--- src/include/prps_map.svh ---
// constants of the pci reset pin sequencer: timing counts and idle values
`ifndef PRPS_MAP_SVH
`define PRPS_MAP_SVH

// ========================================================
// clock and timing
// ========================================================
`define PRPS_CLK_PERIOD_NS  40
// extra clocks spent waiting before the parked bus is driven low
`define PRPS_PARK_DLY_CYC   1
`define PRPS_PARK_CNT_W     2
// shortest legal bus reset pulse, in ns and in clocks (rounded up)
`define PRPS_RST_MIN_NS     1000
`define PRPS_RST_MIN_CYC    \
  ((`PRPS_RST_MIN_NS + `PRPS_CLK_PERIOD_NS - 1) / `PRPS_CLK_PERIOD_NS)
`define PRPS_RST_CNT_W      6

// ========================================================
// line counts and idle values
// ========================================================
`define PRPS_NUM_STS        5
`define PRPS_NUM_GNT        3
`define PRPS_STS_IDLE       5'h1F
`define PRPS_GNT_IDLE       3'h7
`define PRPS_HOLD_RST       5'h1F

`endif

--- src/include/prps_pkg.sv ---
// types shared by the pci reset pin sequencer
`include "prps_map.svh"

package prps_pkg;

  // ========================================================
  // sequencer states, gray coded along reset, wait, park, run
  // ========================================================
  typedef enum logic [1:0] {
    PRPS_ST_RESET = 2'h0,
    PRPS_ST_WAIT  = 2'h1,
    PRPS_ST_PARK  = 2'h3,
    PRPS_ST_RUN   = 2'h2
  } prps_state_e;

  // ========================================================
  // pin groups
  // ========================================================
  // sustained tri-state controls, one bit per line
  typedef struct packed {
    logic frame;
    logic irdy;
    logic trdy;
    logic stop;
    logic devsel;
  } prps_sts_s;

  // address/data, command/byte enables and parity
  typedef struct packed {
    logic [31:0] ad;
    logic [3:0]  cbe_n;
    logic        par;
  } prps_bus_s;

  // arbiter grants, active high from the arbiter core
  typedef struct packed {
    logic host;
    logic grant0;
    logic grant1;
  } prps_gnt_s;

endpackage

--- src/core/prps_sequencer.sv ---
// pci side pin sequencer around bus reset: drive, park and release of pins
`timescale 1ns/100ps
`include "prps_map.svh"

module prps_sequencer #(
  parameter int CLK_PERIOD_NS = `PRPS_CLK_PERIOD_NS,
  parameter int PARK_DLY_CYC  = `PRPS_PARK_DLY_CYC
) (
  input  wire                   ref_clk,
  input  wire                   srst,
  input  wire                   bus_reset_n,
  input  wire                   host_request_strap_n,
  input  wire                   core_bus_drive,
  input  wire prps_pkg::prps_bus_s core_bus,
  input  wire                   bus_given_away,
  input  wire prps_pkg::prps_sts_s sts_own,
  input  wire prps_pkg::prps_sts_s sts_assert,
  input  wire                   core_mem_req,
  input  wire                   core_flush_req,
  input  wire prps_pkg::prps_gnt_s arb_grant,
  output prps_pkg::prps_bus_s   bus_o,
  output logic                  bus_oe,
  output prps_pkg::prps_sts_s   sts_n_o,
  output prps_pkg::prps_sts_s   sts_oe,
  output logic                  memory_request_n,
  output logic                  memory_request_oe,
  output logic                  buffer_flush_request_n,
  output logic                  buffer_flush_request_oe,
  output logic                  host_grant_n,
  output logic                  grant0_or_bridge_request_n,
  output logic                  grant1_or_resume_n,
  output logic                  grant_oe,
  output logic                  arbiter_enable,
  output logic                  in_reset,
  output logic                  reset_short
);

  // ========================================================
  // helpers
  // ========================================================
  // pin level for an asserted/negated active-low line
  function automatic logic pin_lvl_n(input logic asserted);
    pin_lvl_n = ~asserted;
  endfunction

  // saturating increment of the reset length counter
  function automatic logic [`PRPS_RST_CNT_W-1:0] sat_inc(
    input logic [`PRPS_RST_CNT_W-1:0] v
  );
    sat_inc = (&v) ? v : v + `PRPS_RST_CNT_W'(1);
  endfunction

  // ========================================================
  // declarations
  // ========================================================
  logic                         bus_rst_n_s1_q;
  logic                         bus_rst_n_s2_q;
  logic                         strap_n_s1_q;
  logic                         strap_n_s2_q;
  logic                         rst_all;
  logic                         release_now;
  prps_pkg::prps_state_e        state_q;
  logic [`PRPS_PARK_CNT_W-1:0]  park_cnt_q;
  logic [`PRPS_RST_CNT_W-1:0]   rst_cnt_q;
  logic [`PRPS_NUM_STS-1:0]     sts_lvl_q;
  logic [`PRPS_NUM_STS-1:0]     sts_oe_q;
  logic [`PRPS_NUM_STS-1:0]     sts_hold_q;
  logic [`PRPS_NUM_STS-1:0]     own_v;
  logic [`PRPS_NUM_STS-1:0]     asrt_v;

  localparam logic [`PRPS_PARK_CNT_W-1:0] PARK_LOAD =
    `PRPS_PARK_CNT_W'(PARK_DLY_CYC - 1);
  localparam logic [`PRPS_RST_CNT_W-1:0] RST_MIN =
    `PRPS_RST_CNT_W'((`PRPS_RST_MIN_NS + CLK_PERIOD_NS - 1) / CLK_PERIOD_NS);

  // ========================================================
  // pin synchronisers
  // ========================================================
  // reset and strap pins are asynchronous to the bus clock
  always_ff @(posedge ref_clk) begin
    if (srst) begin
      bus_rst_n_s1_q <= 1'b0;
      bus_rst_n_s2_q <= 1'b0;
    end else begin
      bus_rst_n_s1_q <= bus_reset_n;
      bus_rst_n_s2_q <= bus_rst_n_s1_q;
    end
  end

  // strap goes through the same depth so both line up at release
  always_ff @(posedge ref_clk) begin
    if (srst) begin
      strap_n_s1_q <= 1'b0;
      strap_n_s2_q <= 1'b0;
    end else begin
      strap_n_s1_q <= host_request_strap_n;
      strap_n_s2_q <= strap_n_s1_q;
    end
  end

  // chip reset or synchronised bus reset, both restore defaults
  assign rst_all     = srst | ~bus_rst_n_s2_q;
  // first clock after reset leaves: strap capture point
  assign release_now = ~rst_all && (state_q == prps_pkg::PRPS_ST_RESET);

  // ========================================================
  // release sequencing
  // ========================================================
  // reset -> (wait -> park) -> run; park only with arbiter on
  always_ff @(posedge ref_clk) begin
    if (rst_all) begin
      state_q <= prps_pkg::PRPS_ST_RESET;
    end else begin
      unique case (state_q)
        prps_pkg::PRPS_ST_RESET: begin
          if (strap_n_s2_q) begin
            state_q <= prps_pkg::PRPS_ST_WAIT;
          end else begin
            state_q <= prps_pkg::PRPS_ST_RUN;
          end
        end
        prps_pkg::PRPS_ST_WAIT: begin
          if (park_cnt_q == '0) begin
            state_q <= prps_pkg::PRPS_ST_PARK;
          end
        end
        prps_pkg::PRPS_ST_PARK: begin
          if (bus_given_away) begin
            state_q <= prps_pkg::PRPS_ST_RUN;
          end
        end
        prps_pkg::PRPS_ST_RUN: begin
          state_q <= prps_pkg::PRPS_ST_RUN;
        end
      endcase
    end
  end

  // park delay counter, loaded as wait is entered
  always_ff @(posedge ref_clk) begin
    if (rst_all) begin
      park_cnt_q <= '0;
    end else if (release_now) begin
      park_cnt_q <= PARK_LOAD;
    end else if (park_cnt_q != '0) begin
      park_cnt_q <= park_cnt_q - `PRPS_PARK_CNT_W'(1);
    end
  end

  // strap sampled once, at the release clock
  always_ff @(posedge ref_clk) begin
    if (rst_all) begin
      arbiter_enable <= 1'b0;
    end else if (release_now) begin
      arbiter_enable <= strap_n_s2_q;
    end
  end

  // ========================================================
  // reset length watch
  // ========================================================
  // flags a bus reset pulse shorter than the legal minimum;
  // the device cannot stretch it, only report it
  always_ff @(posedge ref_clk) begin
    if (srst) begin
      rst_cnt_q   <= '1; // saturated: a chip reset alone never reads as short
      reset_short <= 1'b0;
    end else if (!bus_rst_n_s2_q) begin
      rst_cnt_q   <= sat_inc(rst_cnt_q);
      reset_short <= 1'b0;
    end else begin
      reset_short <= (rst_cnt_q != '0) && (rst_cnt_q < RST_MIN);
      rst_cnt_q   <= '0;
    end
  end

  // reset status, one clock behind the internal reset
  always_ff @(posedge ref_clk) begin
    in_reset <= rst_all;
  end

  // ========================================================
  // address/data, command and parity
  // ========================================================
  // low in reset, float at release, low again while parked
  always_ff @(posedge ref_clk) begin
    if (rst_all) begin
      bus_oe <= 1'b1;
      bus_o  <= '0;
    end else begin
      unique case (state_q)
        prps_pkg::PRPS_ST_RESET: begin
          bus_oe <= 1'b0;
          bus_o  <= '0;
        end
        prps_pkg::PRPS_ST_WAIT: begin
          bus_oe <= (park_cnt_q == '0);
          bus_o  <= '0;
        end
        prps_pkg::PRPS_ST_PARK: begin
          // handing over ends the park on the same clock
          bus_oe <= ~bus_given_away;
          bus_o  <= '0;
        end
        prps_pkg::PRPS_ST_RUN: begin
          bus_oe <= core_bus_drive;
          bus_o  <= core_bus;
        end
      endcase
    end
  end

  // ========================================================
  // sustained tri-state controls
  // ========================================================
  assign own_v  = sts_own;
  assign asrt_v = sts_assert;

  // per line: drive while owned, one high clock on hand-back,
  // then float and refuse a new drive for one clock
  always_ff @(posedge ref_clk) begin
    if (rst_all) begin
      sts_oe_q   <= '0;
      sts_lvl_q  <= `PRPS_STS_IDLE;
      sts_hold_q <= `PRPS_HOLD_RST;
    end else begin
      for (int i = 0; i < `PRPS_NUM_STS; i++) begin
        if (sts_oe_q[i]) begin
          if (own_v[i]) begin
            sts_lvl_q[i] <= pin_lvl_n(asrt_v[i]);
          end else if (!sts_lvl_q[i]) begin
            sts_lvl_q[i] <= 1'b1;
          end else begin
            sts_oe_q[i]   <= 1'b0;
            sts_hold_q[i] <= 1'b1;
          end
        end else if (own_v[i] && !sts_hold_q[i]) begin
          sts_oe_q[i]  <= 1'b1;
          sts_lvl_q[i] <= pin_lvl_n(asrt_v[i]);
        end else begin
          sts_hold_q[i] <= 1'b0;
        end
      end
    end
  end

  // ports taken straight from the line flops
  assign sts_n_o = sts_lvl_q;
  assign sts_oe  = sts_oe_q;

  // ========================================================
  // requests and grants
  // ========================================================
  // float in reset; driven from the first clock after release.
  // a true asynchronous drive would need a gate after the flop,
  // so the inactive level arrives on the release clock instead
  always_ff @(posedge ref_clk) begin
    if (rst_all) begin
      memory_request_oe       <= 1'b0;
      buffer_flush_request_oe <= 1'b0;
      memory_request_n        <= 1'b1;
      buffer_flush_request_n  <= 1'b1;
    end else begin
      memory_request_oe       <= 1'b1;
      buffer_flush_request_oe <= 1'b1;
      memory_request_n        <= pin_lvl_n(core_mem_req & ~release_now);
      buffer_flush_request_n  <= pin_lvl_n(core_flush_req & ~release_now);
    end
  end

  // grants follow the arbiter core once out of reset
  always_ff @(posedge ref_clk) begin
    if (rst_all) begin
      grant_oe                   <= 1'b0;
      {host_grant_n, grant0_or_bridge_request_n, grant1_or_resume_n}
        <= `PRPS_GNT_IDLE;
    end else begin
      grant_oe                   <= 1'b1;
      host_grant_n               <= pin_lvl_n(arb_grant.host);
      grant0_or_bridge_request_n <= pin_lvl_n(arb_grant.grant0);
      grant1_or_resume_n         <= pin_lvl_n(arb_grant.grant1);
    end
  end

  // clock rate is set by CLK_PERIOD_NS: 40 for 25 MHz, 30 for 33 MHz
  // only the reset length watch depends on it

endmodule // prps_sequencer

--- config.mk ---
export PLATFORM = sky130hd
export DESIGN_NAME = prps_sequencer
export DESIGN_NICKNAME = d
export VERILOG_FILES = /design/src/include/prps_pkg.sv /design/src/core/prps_sequencer.sv
export VERILOG_INCLUDE_DIRS = /design/src /design/src/include
export SDC_FILE = /design/constraint.sdc
export NUM_CORES = 1
export LEC_CHECK = 0
export BUFFER_PORTS_ARGS = -buffer_cell sky130_fd_sc_hd__buf_2
export CORE_MARGIN = 3
export CORE_UTILIZATION = 49
export DETAILED_ROUTE_END_ITERATION = 10
export PLACE_DENSITY = 0.83
export SLEW_MARGIN = 20
export SYNTH_ARGS = -nofsm -noshare
export SYNTH_HDL_FRONTEND = slang
export SYNTH_SLANG_ARGS = --single-unit
export TNS_END_PERCENT = 50
--- constraint.sdc ---
create_clock -name ref_clk -period 3.8 [get_ports ref_clk]
set_input_delay 0.19 -clock ref_clk [delete_from_list [all_inputs] [get_ports ref_clk]]
set_output_delay 0.19 -clock ref_clk [all_outputs]
set_load 0.05 [all_outputs]
==> results.md <==
- Diode count: 0
- Vias: 2,055
- Outcome: completed
- Crit-path cells: nand2b_1, nor3b_4, and2_2
- Largest family of logic cells by synthesized area: simple AND/OR/NAND/NOR gates
- Critical Path Max Stage Delay: 850 ps
- Synth Warn #: 0
- Crit start category: flip-flop
- Maximum clock path buffer count: 2
- Unrepaired setup endpoints after global routing: false
- Sum of negative setup slack: 0 ps
- Vias per cell: around 4.6
- Vias in the first global route: 1,948
- Final Setup Violations: 0
- Post-synthesis async set-or-reset flop share: 0
- Worst-Margin Slew: 947.1 ps
- R2R Path End: bus_o[22]
- Post-synthesis compound-gate area fraction: 0.09290
- H-tree levels: 3
- Top cell type's share of synthesized area: 0.5914
- Crit-path max FO: 37
- Nets: 433
- Worst rel slew slack: 0.3679
- Global Route met1 Usage: 0.1865
- EDFF count, synth: 0
- Most numerous cell in the Yosys netlist: dfxtp_1
- Seq/Total Area, Yosys: 0.5914
- Power density over cell area: 473.8 nW/um^2
- CTS tree: built
- R2r startpoint: bus_rst_n_s2_q
- Biggest area consumer among synthesized cells: dfxtp_1
- Mux contribution to synthesized area: 0
- Clk_lat worst skew: 330 ps
- R2r setup slk: a little under 2000 ps
- Global route overflow: 0
- # placed instances: 424
- Crit path DAT: approximately 2100 ps
- CP top delay family: simple AND/OR/NAND/NOR gates
- Initial antenna violation count: 0
- Critical path class: flip-flop to flip-flop
- First-pass GRT wire length: 8.252 mm
- DR iter-0 viols: 79
- Flops & latches, synth: 76
- Clk_skew: 6.813 ps
- Req. time, crit path: 4080 ps
- Syn Nets: approximately 310
- Worst Hold Depth: 2
- Syn avg cell area: 10.25 sq um
- Buffers plus inverters on the worst setup path: 0
- Remaining routing DRC violations: 0
- Slowest CP cell: nor3b_4
- Worst hold path type: primary input to flip-flop
- CP Capture Type: flip-flop
- Critical Path Sink: bus_o[22]
- Routing usage on met2: 0.2920
- Die height: 78.46 um
- Gr usage total: 0.1722
- I/O pin count: between 100 and 150
- Period utilization: 0.4795
- Post-route minimum period: 1822 ps
- Num rows: 25
- Pre-CTS setup slack: 1928 ps
- Busiest grt layer: met2
- Cell variety after synth: 30
- PortBufs: 116
- Worst reg-to-reg path cell count: 3
- Area grow syn2layout: 30.54%
- Num Clock Sinks: 76
- Commonest register cell after synthesis: dfxtp_1
- Share of layout cells above drive strength 1: 0.4255
- Simple-gate share of the synthesized area: 0.2427
- Num CTS Buffers: 9
- Max_cap viols: 0
- Final Total Pwr: 1.591 mW
- Cells after Synth: ~250
- Initial Util: 0.5238
- Mapped Area: roughly 2600 sq um
- Die Footprint: 6155 sq um
- Placer Congestion: 0.8747
- P_leak: approximately 1.6 nW
- Setup slack after layout: 1978 ps
- Chip width: 78.46 um
- Adder-cell share of the synthesized area: 0.01946
- Stages on worst setup path: 3
- Core ar.: 4911 sq um
- F_max: 0.5488 GHz
- Routed WL per cell: 11.72 um
- Non-filler cells, final: 443
- Met3 global-route usage: 0.06307
- Pre-antenna DRT Iters: 4
- CP startpoint: bus_rst_n_s2_q
- HPWL after DPL: 3.845 mm
- Peak supply drop: 0.2847 mV
- Worst-path clk slew: roughly 80 ps
- Worst hold margin: 21.46 ps
- Top post-synthesis cells by area: dfxtp_1 59%, and2_2 7.3%, and2_1 3.2%
- Slew Limit Fails: 0
- Final hold vios: 0
- Final Routed Wirelength: a little over 5 mm
- Post-synth top cells: 76 x dfxtp_1, 25 x and2_2, 20 x nand2_1
- XOR/XNOR Fraction of Synth Area: 0.003405
- DRT antenna net count: 0
- Largest net degree at the start of global routing: 38
- Root buf cell: clkbuf_8
-- power by group --
| part | switching (mW) | internal, mW | total, mW | leakage, nW |
|---|---|---|---|---|
| registers | 0.0378 | 0.829 | 0.866 | 0.616 |
| logic | 0.113 | 0.0955 | 0.208 | 0.915 |
| clock network | 0.280 | 0.237 | 0.517 | 0.0864 |
| total | 0.430 | 1.16 | 1.59 | 1.62 |
-- metal layers --
layer,share of wire,up-vias
li1,-,1049
met1,0.40,908
met2,0.49,88
met3,0.089,10
met4,0.024,0
met5,0,-
-- state kept, by name (all words and copies together), names as in the netlist, 2 cells and up --
register    count
bus_o          37
rst_cnt_q       6
sts_hold_q      5
sts_n_o         5
sts_oe          5
park_cnt_q      2
state_q         2
-- stage by stage --
step,util,cell area (sq um)
after floorplan,-,2572
after global placement,0.6436,3161
after detailed placement,0.6436,3161
after CTS,0.6838,3358
after global routing,0.6838,3358
final,0.6838,3358
-- cells by family after synthesis --
kind of cell / after synthesis
AND/OR/NAND/NOR: 105
flip-flops: 76
AO/OA/AOI/OAI: 41
buffers and inverters: 24
adder cells (fa/ha/maj): 4
XOR/XNOR: 1
-- worst register-to-register path: cells and delay by family, from the launching register on --
kind             cells  cell delay (ps)
and+or+nand+nor      3             1360
DFF                  1              410
-- area by class of cell --
class / count / area (sq um)
clock inverter: 6 / 40.04
multi-input combinational: 151 / 922.1
inverter: 14 / 52.55
clock buffer: 10 / 127.6
fill: 398 / 1553
tap: 67 / 83.83
sequential: 76 / 1521
timing repair buffer: 119 / 610.6
-- worst min path at each step --
stage	endpoint	startpoint	slack [ps]
detailed placement	buffer_flush_request_n	core_flush_req	350
floorplan	buffer_flush_request_n	core_flush_req	250
global route	host_grant_n	arb_grant[2]	10
finish	memory_request_n	core_mem_req	20
global placement	memory_request_n	core_mem_req	350
CTS	memory_request_n	core_mem_req	3
-- layout by cell type, fill, tap and decap left out, drive strengths merged, types with 10 or more instances in the layout --
cell type / netlist / routed
and2: 38 / 38
inv: 14 / 15
nand2: 20 / 20
buf: 7 / 116
nor2: 14 / 14
o21ai: 15 / 15
dfxtp: 76 / 76
nor2b: 11 / 11
a21oi: 12 / 12
clkbuf: 3 / 10
-- timing repair --
| item | 4_1_cts | 5_1_grt |
|---|---|---|
| gates resized for setup | 0 | 0 |
| buffers inserted | 0 | 0 |
| hold buffers | 3 | 0 |
| endpoints found under the setup margin | 0 | 0 |
| hold endpoints to repair | 3 | 0 |
Power figures use the tool's default switching activity.
